## src/core/scr_map.vh

```
`ifndef SCR_MAP_VH
`define SCR_MAP_VH
// ==========================================
// Command byte fields
`define SCR_CMD_W 8
`define SCR_CMD_RESET 8'h00
`define SCR_BIT_GUARD 7
`define SCR_BIT_RDWR 6
`define SCR_ADDR_HI 5
`define SCR_ADDR_LO 3
`define SCR_BIT_CONTINUOUS_RESULT_READ 2
// ==========================================
// Register addresses
`define SCR_A_CMD 3'h0
`define SCR_A_MODE 3'h1
`define SCR_A_CONF 3'h2
`define SCR_A_DATA 3'h3
`define SCR_A_ID 3'h4
`define SCR_A_IO 3'h5
`define SCR_A_OFFS 3'h6
`define SCR_A_FS 3'h7
// ==========================================
// Widths and counts
`define SCR_W8 5'h08
`define SCR_W16 5'h10
`define SCR_ONES_RESET 6'h20
`define SCR_CONTINUOUS_RESULT_READ_EXIT 8'h58
`define SCR_SYNC_RESET 2'h3
`endif

```

## src/core/scr_sync.v

```verilog
`timescale 1ns/100ps
`include "scr_map.vh"
// Two-stage synchroniser for one pin
module scr_sync (
  // Clock and reset
  input wire clk,
  input wire resetn,
  // Pin and synchronised level
  input wire din,
  output reg dout
);
  reg meta;
  always @(posedge clk or negedge resetn) begin
    if (!resetn) begin
      // Idle-high reset keeps select and clock deasserted, no false edge
      {meta, dout} <= `SCR_SYNC_RESET;
    end else begin
      meta <= din;
      dout <= meta;
    end
  end
endmodule

```

## src/core/scr_serial_if.v

```verilog
`timescale 1ns/100ps
`include "scr_map.vh"
module scr_serial_if #(
  parameter DATA_W = 24,
  parameter CAL_W = 24
) (
  // Clock and reset
  input wire clk,
  input wire resetn,
  // Serial link pins
  input wire sclk,
  input wire csn,
  input wire sdi,
  output reg sdo,
  // Register file side
  input wire [7:0] statusIn,
  input wire [15:0] modeIn,
  input wire [15:0] confIn,
  input wire [23:0] dataIn,
  input wire [7:0] idIn,
  input wire [7:0] ioIn,
  input wire [23:0] offsIn,
  input wire [23:0] fsIn,
  input wire resultReadyN,
  output reg [2:0] wrAddr,
  output reg [23:0] wrData,
  output reg wrStrobe,
  output reg rdStrobe,
  output reg partReset,
  output reg [7:0] commandByte,
  output reg contRead
);
  localparam ST_CMD = 2'h0;
  localparam ST_WR = 2'h1;
  localparam ST_RD = 2'h2;
  localparam ST_CONT = 2'h3;

  wire sclkS;
  wire csnS;
  wire sdiS;
  scr_sync uSyncClk (.clk(clk), .resetn(resetn), .din(sclk), .dout(sclkS));
  scr_sync uSyncCs (.clk(clk), .resetn(resetn), .din(csn), .dout(csnS));
  scr_sync uSyncDi (.clk(clk), .resetn(resetn), .din(sdi), .dout(sdiS));

  reg sclkQ;
  reg [1:0] state;
  reg [6:0] cmdShift;
  reg [2:0] cmdCnt;
  reg guardSeen;
  reg [4:0] bitCnt;
  reg [4:0] xferW;
  reg [23:0] shiftReg;
  reg [5:0] onesCnt;
  reg [7:0] watch;
  reg contArmed;
  wire rise = sclkS & ~sclkQ;
  wire fall = ~sclkS & sclkQ;
  wire active = ~csnS;

  // ==========================================
  // Register width and contents by address
  reg [4:0] selW;
  reg [23:0] selVal;
  always @* begin
    selW = `SCR_W8;
    selVal = 24'h000000;
    case (commandByte[`SCR_ADDR_HI:`SCR_ADDR_LO])
      `SCR_A_CMD: begin
        selW = `SCR_W8;
        selVal = {statusIn, 16'h0000};
      end
      `SCR_A_MODE: begin
        selW = `SCR_W16;
        selVal = {modeIn, 8'h00};
      end
      `SCR_A_CONF: begin
        selW = `SCR_W16;
        selVal = {confIn, 8'h00};
      end
      `SCR_A_DATA: begin
        selW = DATA_W[4:0];
        selVal = dataIn;
      end
      `SCR_A_ID: begin
        selW = `SCR_W8;
        selVal = {idIn, 16'h0000};
      end
      `SCR_A_IO: begin
        selW = `SCR_W8;
        selVal = {ioIn, 16'h0000};
      end
      `SCR_A_OFFS: begin
        selW = CAL_W[4:0];
        selVal = offsIn;
      end
      `SCR_A_FS: begin
        selW = CAL_W[4:0];
        selVal = fsIn;
      end
      default: begin
        selW = `SCR_W8;
        selVal = 24'h000000;
      end
    endcase
  end

  // ==========================================
  // Command interpreter
  always @(posedge clk or negedge resetn) begin
    if (!resetn) begin
      sclkQ <= 1'b1;
      state <= ST_CMD;
      commandByte <= `SCR_CMD_RESET;
      cmdShift <= 7'h00;
      cmdCnt <= 3'h0;
      guardSeen <= 1'b0;
      bitCnt <= 5'h00;
      xferW <= 5'h00;
      shiftReg <= 24'h000000;
      onesCnt <= 6'h00;
      watch <= 8'h00;
      contArmed <= 1'b0;
      contRead <= 1'b0;
      sdo <= 1'b1;
      wrAddr <= 3'h0;
      wrData <= 24'h000000;
      wrStrobe <= 1'b0;
      rdStrobe <= 1'b0;
      partReset <= 1'b0;
    end else begin
      sclkQ <= sclkS;
      wrStrobe <= 1'b0;
      rdStrobe <= 1'b0;
      partReset <= 1'b0;
      if (contRead && active && rise) begin
        watch <= {watch[6:0], sdiS};
      end
      if (active && rise) begin
        if (sdiS) begin
          onesCnt <= onesCnt + 6'h01;
        end else begin
          onesCnt <= 6'h00;
        end
      end
      if (active && rise && sdiS && onesCnt == `SCR_ONES_RESET - 6'h01) begin
        // Lost sequence recovery, also live during continuous read
        partReset <= 1'b1;
        state <= ST_CMD;
        commandByte <= `SCR_CMD_RESET;
        guardSeen <= 1'b0;
        cmdCnt <= 3'h0;
        contRead <= 1'b0;
        contArmed <= 1'b0;
        onesCnt <= 6'h00;
        watch <= 8'h00;
        sdo <= 1'b1;
      end else if (contRead && active && rise && !resultReadyN &&
                   {watch[6:0], sdiS} == `SCR_CONTINUOUS_RESULT_READ_EXIT) begin
        // Exit is watched even while a result is shifting out
        contRead <= 1'b0;
        contArmed <= 1'b0;
        commandByte <= `SCR_CONTINUOUS_RESULT_READ_EXIT;
        bitCnt <= 5'h00;
        watch <= 8'h00;
        state <= ST_CMD;
      end else begin
        case (state)
          ST_CMD: begin
            sdo <= resultReadyN;
            if (active && rise) begin
              if (!guardSeen) begin
                // Stay on the guard bit until a zero arrives
                guardSeen <= ~sdiS;
                cmdCnt <= 3'h0;
              end else begin
                cmdShift <= {cmdShift[5:0], sdiS};
                cmdCnt <= cmdCnt + 3'h1;
                if (cmdCnt == 3'h6) begin
                  // Command register only ever loaded, never shifted out
                  commandByte <= {1'b0, cmdShift[5:0], sdiS};
                  guardSeen <= 1'b0;
                  bitCnt <= 5'h00;
                  contArmed <= 1'b0;
                  // Fresh data phase must not carry old bits into wrData
                  shiftReg <= 24'h000000;
                  if (cmdShift[`SCR_BIT_RDWR - 1] &&
                      cmdShift[`SCR_BIT_CONTINUOUS_RESULT_READ - 1] &&
                      cmdShift[`SCR_ADDR_HI - 1:`SCR_ADDR_LO - 1] ==
                      `SCR_A_DATA) begin
                    contRead <= 1'b1;
                    state <= ST_CONT;
                  end else if (cmdShift[`SCR_BIT_RDWR - 1]) begin
                    state <= ST_RD;
                  end else begin
                    state <= ST_WR;
                  end
                end
              end
            end
          end
          ST_WR: begin
            xferW <= selW;
            if (commandByte[`SCR_ADDR_HI:`SCR_ADDR_LO] == `SCR_A_CMD) begin
              state <= ST_CMD;
            end else if (active && rise) begin
              shiftReg <= {shiftReg[22:0], sdiS};
              bitCnt <= bitCnt + 5'h01;
              if (bitCnt + 5'h01 == selW) begin
                wrAddr <= commandByte[`SCR_ADDR_HI:`SCR_ADDR_LO];
                wrData <= {shiftReg[22:0], sdiS};
                wrStrobe <= 1'b1;
                state <= ST_CMD;
              end
            end
          end
          ST_RD: begin
            if (bitCnt == 5'h00 && !contArmed) begin
              shiftReg <= selVal;
              xferW <= selW;
              contArmed <= 1'b1;
              sdo <= selVal[23];
            end else if (active && fall && bitCnt != 5'h00) begin
              sdo <= shiftReg[23];
            end else if (active && rise) begin
              shiftReg <= {shiftReg[22:0], 1'b0};
              bitCnt <= bitCnt + 5'h01;
              if (bitCnt + 5'h01 == xferW) begin
                contArmed <= 1'b0;
                rdStrobe <= 1'b1;
                if (commandByte[`SCR_BIT_CONTINUOUS_RESULT_READ] &&
                    commandByte[`SCR_ADDR_HI:`SCR_ADDR_LO] == `SCR_A_DATA) begin
                  contRead <= 1'b1;
                  state <= ST_CONT;
                end else begin
                  state <= ST_CMD;
                end
              end
            end
          end
          ST_CONT: begin
            sdo <= resultReadyN;
            if (!resultReadyN && active && fall) begin
              // New result: shift it out with no command byte
              shiftReg <= dataIn;
              xferW <= DATA_W[4:0];
              bitCnt <= 5'h00;
              contArmed <= 1'b1;
              sdo <= dataIn[23];
              state <= ST_RD;
            end
          end
          default: begin
            state <= ST_CMD;
          end
        endcase
      end
    end
  end
endmodule

```

## config.mk

```make
export PLATFORM = sky130hd
export DESIGN_NAME = scr_serial_if
export DESIGN_NICKNAME = d
export VERILOG_FILES = /design/src/core/scr_sync.v /design/src/core/scr_serial_if.v
export VERILOG_INCLUDE_DIRS = /design/src /design/src/core
export SDC_FILE = /design/constraint.sdc
export NUM_CORES = 1
export LEC_CHECK = 0
export ABC_AREA = 1
export BUFFER_PORTS_ARGS = -buffer_cell sky130_fd_sc_hd__buf_2
export CAP_MARGIN = 0
export CORE_MARGIN = 5
export CORE_UTILIZATION = 40
export CTS_CLUSTER_DIAMETER = 30
export DETAILED_ROUTE_END_ITERATION = 10
export HOLD_SLACK_MARGIN = 0.06
export PLACE_DENSITY = 0.71
export SLEW_MARGIN = 20
export SYNTH_ARGS = -nofsm -noshare
export SYNTH_HDL_FRONTEND = slang
export SYNTH_HIERARCHICAL = 1
export SYNTH_SLANG_ARGS = --single-unit
```

## constraint.sdc

```tcl
create_clock -name clk -period 2.6 [get_ports clk]
set_clock_uncertainty 0.05 [all_clocks]
set_input_delay 0.39 -clock clk [delete_from_list [all_inputs] [get_ports clk]]
set_output_delay 0.39 -clock clk [all_outputs]
set_load 0.005 [all_outputs]
```

==> reports/qor.yml, run 1 <==
status:
  status: "finished clean"
layout:
  utilization_pct: 50.27
  area_delta_synth_final_pct: 23.05
  antenna_cells: 0
  nets: 1177
  final_layout_size_suffix_gt1_share_pct: 24.25
  multi_input_area_um2: 3139
  seq_area_um2: 2587
  n_fill_cell: 1495
clocking:
  numCtsBuffers: 9
  clock_path_buffers: 2
  ctsResizeCount: 0
  cts_root_buf: "clkbuf_16"
  post_cts_buffers: 0
  cts_tree: "built"
  insertion_delay_ps: 350
  htreeDepth: 3
  clk_pin_slew_ps: 70
  clkSinkCount: 103
worst_setup_path:
  endpoint_kind: "register"
  crit_fanout: 20
  r2r_end: "shiftReg[11]$_DFFE_PN0P_"
  required_ps: 2840
  setup.worst_path.start: "bitCnt[0]$_DFFE_PN0P_"
  worstSetupStartpointType: "register"
  cp_data_arrival_time_ps: 2550
  crit_type: "reg -> reg"
  endpoint: "shiftReg[11]$_DFFE_PN0P_"
  worst_r2r_path_depth: 12
  r2r_setup_slack_ps: 300
  reg2reg_from: "bitCnt[0]$_DFFE_PN0P_"
yosys:
  yosysMostFrequentCell: "nand2_1"
  yosysSeqAreaShare_pct: 41.66
  synthDominantCellAreaShare_pct: 38.28
  ys_warn_count: 6
  synth_nets: 1004
  yosys-top-cells-count: "nand2_1 (316), dfrtp_1 (95), nor2_1 (81), inv_1 (73), nand3_1 (49)"
  synthFlopType: "dfrtp_1"
  mappedNetlistArea_um2: 6211
  syn_avg_cell_area_um2: 7.214
  synth_area_leaders: "dfrtp_1 (38%), nand2_1 (19%), nor2_1 (4.9%), inv_1 (4.4%), nand3_1 (3.9%)"
  synth_edf_count: 0
  ys_seq_elements: 103
  synth_top_cell_by_area: "dfrtp_1"
  synthCells: 861
  synth.distinct_cells: 44
  async_flop_share_pct: 100.0
place:
  post-dp-hpwl_mm: 15.19
  portBuffers: 172
  dp_slack_ps: 328.9
  gp_congestion: 0.8743
sta:
  fmax_ghz: 0.4344
  hold_violations: 0
  setup-violations-final: 0
  rsz0062_at_grt: "false"
  min_period_over_period_pct: 88.53
  hold_slack_ps: 83.45
  period_needed_ps: 2302
  final.setup.tns_ps: 0
  layout_setup_ws_ps: 298.1
  drv_slew: 0
  tightest_slew_ps: 682.0
  slew-limit-headroom_pct: 54.48
drt:
  met2WireLength_mm: 9.074
  wirelength_mm: 19.77
  drt_iter0_drc: 554
  vias: 6385
  antenna_left: 0
  routed.top_layer: "met4"
  vias_per_cell: 5.204
  wl_met3_mm: 1.488
  wl_per_cell_um: 16.11
  wl_met1_mm: 8.595
  drc: 0
  dr.pass1.iters: 5
pwr:
  power.density_nw_per_um2: 682.4
  p_leak_nw: 4.058
  total_power_mw: 5.215
  peakVddDrop_mv: 0.3850
floorplanning:
  fp.dieW_um: 134.6
  die_h_um: 134.6
  std_cell_rows: 45
  io_pins: 174
  die_area_um2: 18120
  start_util_pct: 40.86
  coreArea_um2: 15200
job:
  cap_violations: 0
global_route:
  grt_pass1_vias: 6139
  grt_max_degree: 71
  antenna_found_initial: 0
  globalRouteTotalUtil_pct: 21.51
  gr-total-overflow: 0
  grt_pass1_wl_mm: 31.26
min_path:
  hold_path_class: "in -> reg"
  min_from: "sclk"
[worst min path at each step]
stage | end | slack [ps] | cells past startpoint
6_report | uSyncClk/meta$_DFF_PN1_ | 80 | 1
3_3_place_gp | uSyncDi/dout$_DFF_PN1_ | 300 | 0
3_5_place_dp | uSyncClk/dout$_DFF_PN1_ | 300 | 0
2_1_floorplan | bitCnt[0]$_DFFE_PN0P_ | 40 | 0
5_1_grt | uSyncCs/meta$_DFF_PN1_ | 70 | 1
4_1_cts | uSyncClk/meta$_DFF_PN1_ | 70 | 1
[what timing repair did]
action / 4_1_cts / 5_1_grt
hold buffers: 1 / 0
setup endpoints to repair: 0 / 0
endpoints found under the hold margin: 27 / 0
[per-stage QoR]
step / cell area (um2) / cells
after detailed placement: 7303 / 1210
after CTS: 7642 / 1227
final: 7642 / 1227
after global placement: 7303 / 1210
after global routing: 7642 / 1227
after floorplan: 6211 / 861
[registers in the layout (all words and copies together), names as in the netlist, 2 cells and up]
signal,flops
cmdShift,6
commandByte,7
wrAddr,3
onesCnt,6
state,2
xferW,2
shiftReg,24
watch,7
cmdCnt,3
bitCnt,5
wrData,24
[critical path, stage by stage (launching register included)]
cell and delay, ps:
dfrtp_1 430, inv_1 90, ha_1 140, inv_1 40, nor2_1 130, nand3_2 150, nand3_1 120, o21ai_0 130
nor2_2 160, nand4_2 210, inv_2 390, o21ai_1 140, nand2_1 80
[area by class of cell]
cell class	instances	area share (%)
repair buffers	196	13.85
multi-input cells	646	41.08
clock inverters	6	1.179
flip-flops and latches	103	33.86
well taps	188	3.078
inverters	78	3.831
clock buffers	10	3.127
[per-layer routing]
| layer | track usage (%) | vias to the layer above |
|---|---|---|
| met5 | 0 | - |
| met4 | 9.050 | 0 |
| met3 | 4.098 | 41 |
| met2 | 34.50 | 259 |
| met1 | 28.61 | 2934 |
| li1 | - | 3151 |
[cells by family after synthesis]
family,count (synthesis),share of synthesized area (%)
XOR/XNOR,6,0.8461
adder cells (fa/ha/maj),9,1.813
buffers and inverters,112,7.836
other,1,0.06038
AO/OA/AOI/OAI,142,14.95
flip-flops,103,41.66
AND/OR/NAND/NOR,488,32.84
[cell usage in the layout (no fill, tap or decap), drive strengths merged]
cell and n:
or2 2, nor2 88, buf 195, clkbuf 10
ha 9, xor2 4, dfrtp 95, inv 80
bufinv 2, a22o 9, clkinv 2, a32o 1
a211oi 6, o22ai 5, nor3 6, a21boi 1
o21ai 51, o311ai 1, a22oi 32, a21oi 12
nand4 11, dfstp 8, nor3b 1, nand3 51
o31ai 1, a31oi 6, o21a 3, o211ai 14
dlygate4sd3 1, conb 1, nand2 323, nor4 4
xnor2 2, nand3b 2
[power by group]
part	internal, mW	leakage [nW]	switching (mW)	total, mW
Combinational	0.608	2.52	1.14	1.75
Sequential	1.80	1.37	0.166	1.97
Clock	0.877	0.165	0.619	1.50
No activity file was read; power rests on OpenSTA's default activity.
==> inputs of run 2 (changes only) <==
==> constraint.sdc (replaced) <==
create_clock -name clk -period 2.6 [get_ports clk]
set_clock_uncertainty 0.05 [all_clocks]
set_input_delay 0.26 -clock clk [delete_from_list [all_inputs] [get_ports clk]]
set_output_delay 0.26 -clock clk [all_outputs]
set_load 0.005 [all_outputs]
==> run 2 against run 1 <==
Design area increased by 0.39%. Power about the same. Critical endpoint unchanged. Flip-flop and latch count unchanged. Cell count increased by 0.24%. Die area unchanged. Routed wire length decreased by 0.35%. Critical path depth unchanged. Sequential power about the same. Clock-buffer cell count unchanged. Setup slack improved by 4.3 ps. Combinational power about the same.
==> reports/qor.yml, run 2 (synthesis gave the netlist of run 1 again) <==
global_route:
  grt_max_degree: 71
  antenna_found_initial: 0
  grt_pass1_wl_mm: 31.33
  gr-total-overflow: 0
  globalRouteTotalUtil_pct: 21.54
  grt_pass1_vias: 6145
status:
  status: "finished clean"
sta:
  tightest_slew_ps: 686.9
  setup-violations-final: 0
  layout_setup_ws_ps: 302.4
  slew-limit-headroom_pct: 54.16
  final.setup.tns_ps: 0
  rsz0062_at_grt: "false"
  hold_slack_ps: 199.8
  period_needed_ps: 2298
  min_period_over_period_pct: 88.37
  drv_slew: 0
  fmax_ghz: 0.4352
  hold_violations: 0
job:
  cap_violations: 0
drt:
  antenna_left: 0
  vias_per_cell: 5.209
  vias: 6407
  wirelength_mm: 19.70
  drt_iter0_drc: 577
  drc: 0
  wl_per_cell_um: 16.01
  dr.pass1.iters: 7
worst_setup_path:
  crit_fanout: 20
  slowest_delay_ps: 430
  endpoint_kind: "register"
  cp_data_arrival_time_ps: 2540
  critical_path.slowest_cell: "dfrtp_1"
  required_ps: 2840
  crit_chain: "inv_1 > ha_1 > inv_1 > nor2_1 > nand3_2 > nand3_1 > o21ai_0 > nor2_2 > nand4_2 > inv_2 > o21ai_1 > nand2_1"
  crit_type: "reg -> reg"
  worstSetupStartpointType: "register"
  crit_path_frequent_cell: "inv_1"
  worst_r2r_path_depth: 12
place:
  dp_cells: 1210
  portBuffers: 172
  dp_slack_ps: 328.9
  placed_cell_area_um2: 7303
  gp_congestion: 0.8743
  post-dp-hpwl_mm: 15.19
floorplanning:
  coreArea_um2: 15200
  std_cell_rows: 45
  io_pins: 174
  die_area_um2: 18120
  start_util_pct: 40.86
  fp.dieW_um: 134.6
  die_h_um: 134.6
layout:
  final_layout_size_suffix_gt1_share_pct: 24.18
  nets: 1180
  final_cell_mix: "nand2_1 (316), buf_2 (171), dfrtp_1 (95)"
  area_delta_synth_final_pct: 23.53
  reg.largest.list: "shiftReg: 24 flops, wrData: 24 flops"
  final_common_cell: "nand2_1"
  final_area_um2: 7672
  antenna_cells: 0
  fin_cells: 1230
  utilization_pct: 50.47
clocking:
  cts_root_buf: "clkbuf_16"
  post_cts_buffers: 0
  clock_path_buffers: 2
  clk_pin_slew_ps: 70
  clkSinkCount: 103
  htreeDepth: 3
  cts_tree: "built"
  numCtsBuffers: 9
  insertion_delay_ps: 350
pwr:
  switchingPower_mw: 1.929
  power.density_nw_per_um2: 680.3
  peakVddDrop_mv: 0.3841
  p_leak_nw: 4.071
  internal_power_mw: 3.290
  power_frac_comb_pct: 33.6
  pwr-share-clk_pct: 28.7
  switching_share_pct: 36.96
  total_power_mw: 5.220
  power_frac_seq_pct: 37.7
min_path:
  min_path_cells: 5
  hold_path_class: "in -> reg"
[run 2: changes by cell type in the layout (fill, tap and decap cells not counted)]
cell	before	now
dlygate4sd3_1	1	4
[run 2: repair_timing]
item	4_1_cts	5_1_grt
endpoints found under the hold margin	30	0
hold buffers	4	0
resized for setup	0	0
setup endpoints to repair	0	0
[run 2: critical path, delay by kind of cell (launching register included)]
family                   cells  cell delay, ps
AO/OA/AOI/OAI                2             270
buffers and inverters        3             520
flip-flops                   1             430
adder cells (fa/ha/maj)      1             140
AND/OR/NAND/NOR              6             840
[run 2: final timing paths]
kind | slack (ps) | endpoint | start
worst max-delay path | 300 | shiftReg[11]$_DFFE_PN0P_ | bitCnt[0]$_DFFE_PN0P_
worst min-delay path | 200 | shiftReg[12]$_DFFE_PN0P_ | dataIn[12]
worst max register to register | 300 | shiftReg[11]$_DFFE_PN0P_ | bitCnt[0]$_DFFE_PN0P_
worst min register to register | 310 | uSyncCs/dout$_DFF_PN1_ | uSyncCs/meta$_DFF_PN1_
max in group asynchronous | 1420 | shiftReg[9]$_DFFE_PN0P_ | resetn
min in group asynchronous | 350 | partReset$_DFF_PN0_ | resetn
[run 2: per-layer routing]
layer	vias to the layer above	track usage, %	wire length, um
met5	-	0	0
met1	2944	28.68	8459
met4	0	9.050	592
met3	38	4.098	1589
li1	3160	-	-
met2	265	34.53	9055
[run 2: power groups by stage]
stage / Clock, mW / Sequential, mW / Combinational (mW)
floorplan: 0 / 1.95 / 1.19
global placement: 0 / 1.99 / 1.71
detailed placement: 0 / 2.00 / 1.74
CTS: 1.52 / 1.97 / 1.75
global route: 1.59 / 2.00 / 2.00
finish: 1.50 / 1.97 / 1.75
[run 2: layout make-up]
type	count	area, um2
flip-flops and latches	103	2587
well taps	188	235.2
inverters	78	292.8
clock buffers	10	239.0
fillers	1493	7530
multi-input cells	646	3139
clock inverters	6	90.09
repair buffers	199	1089
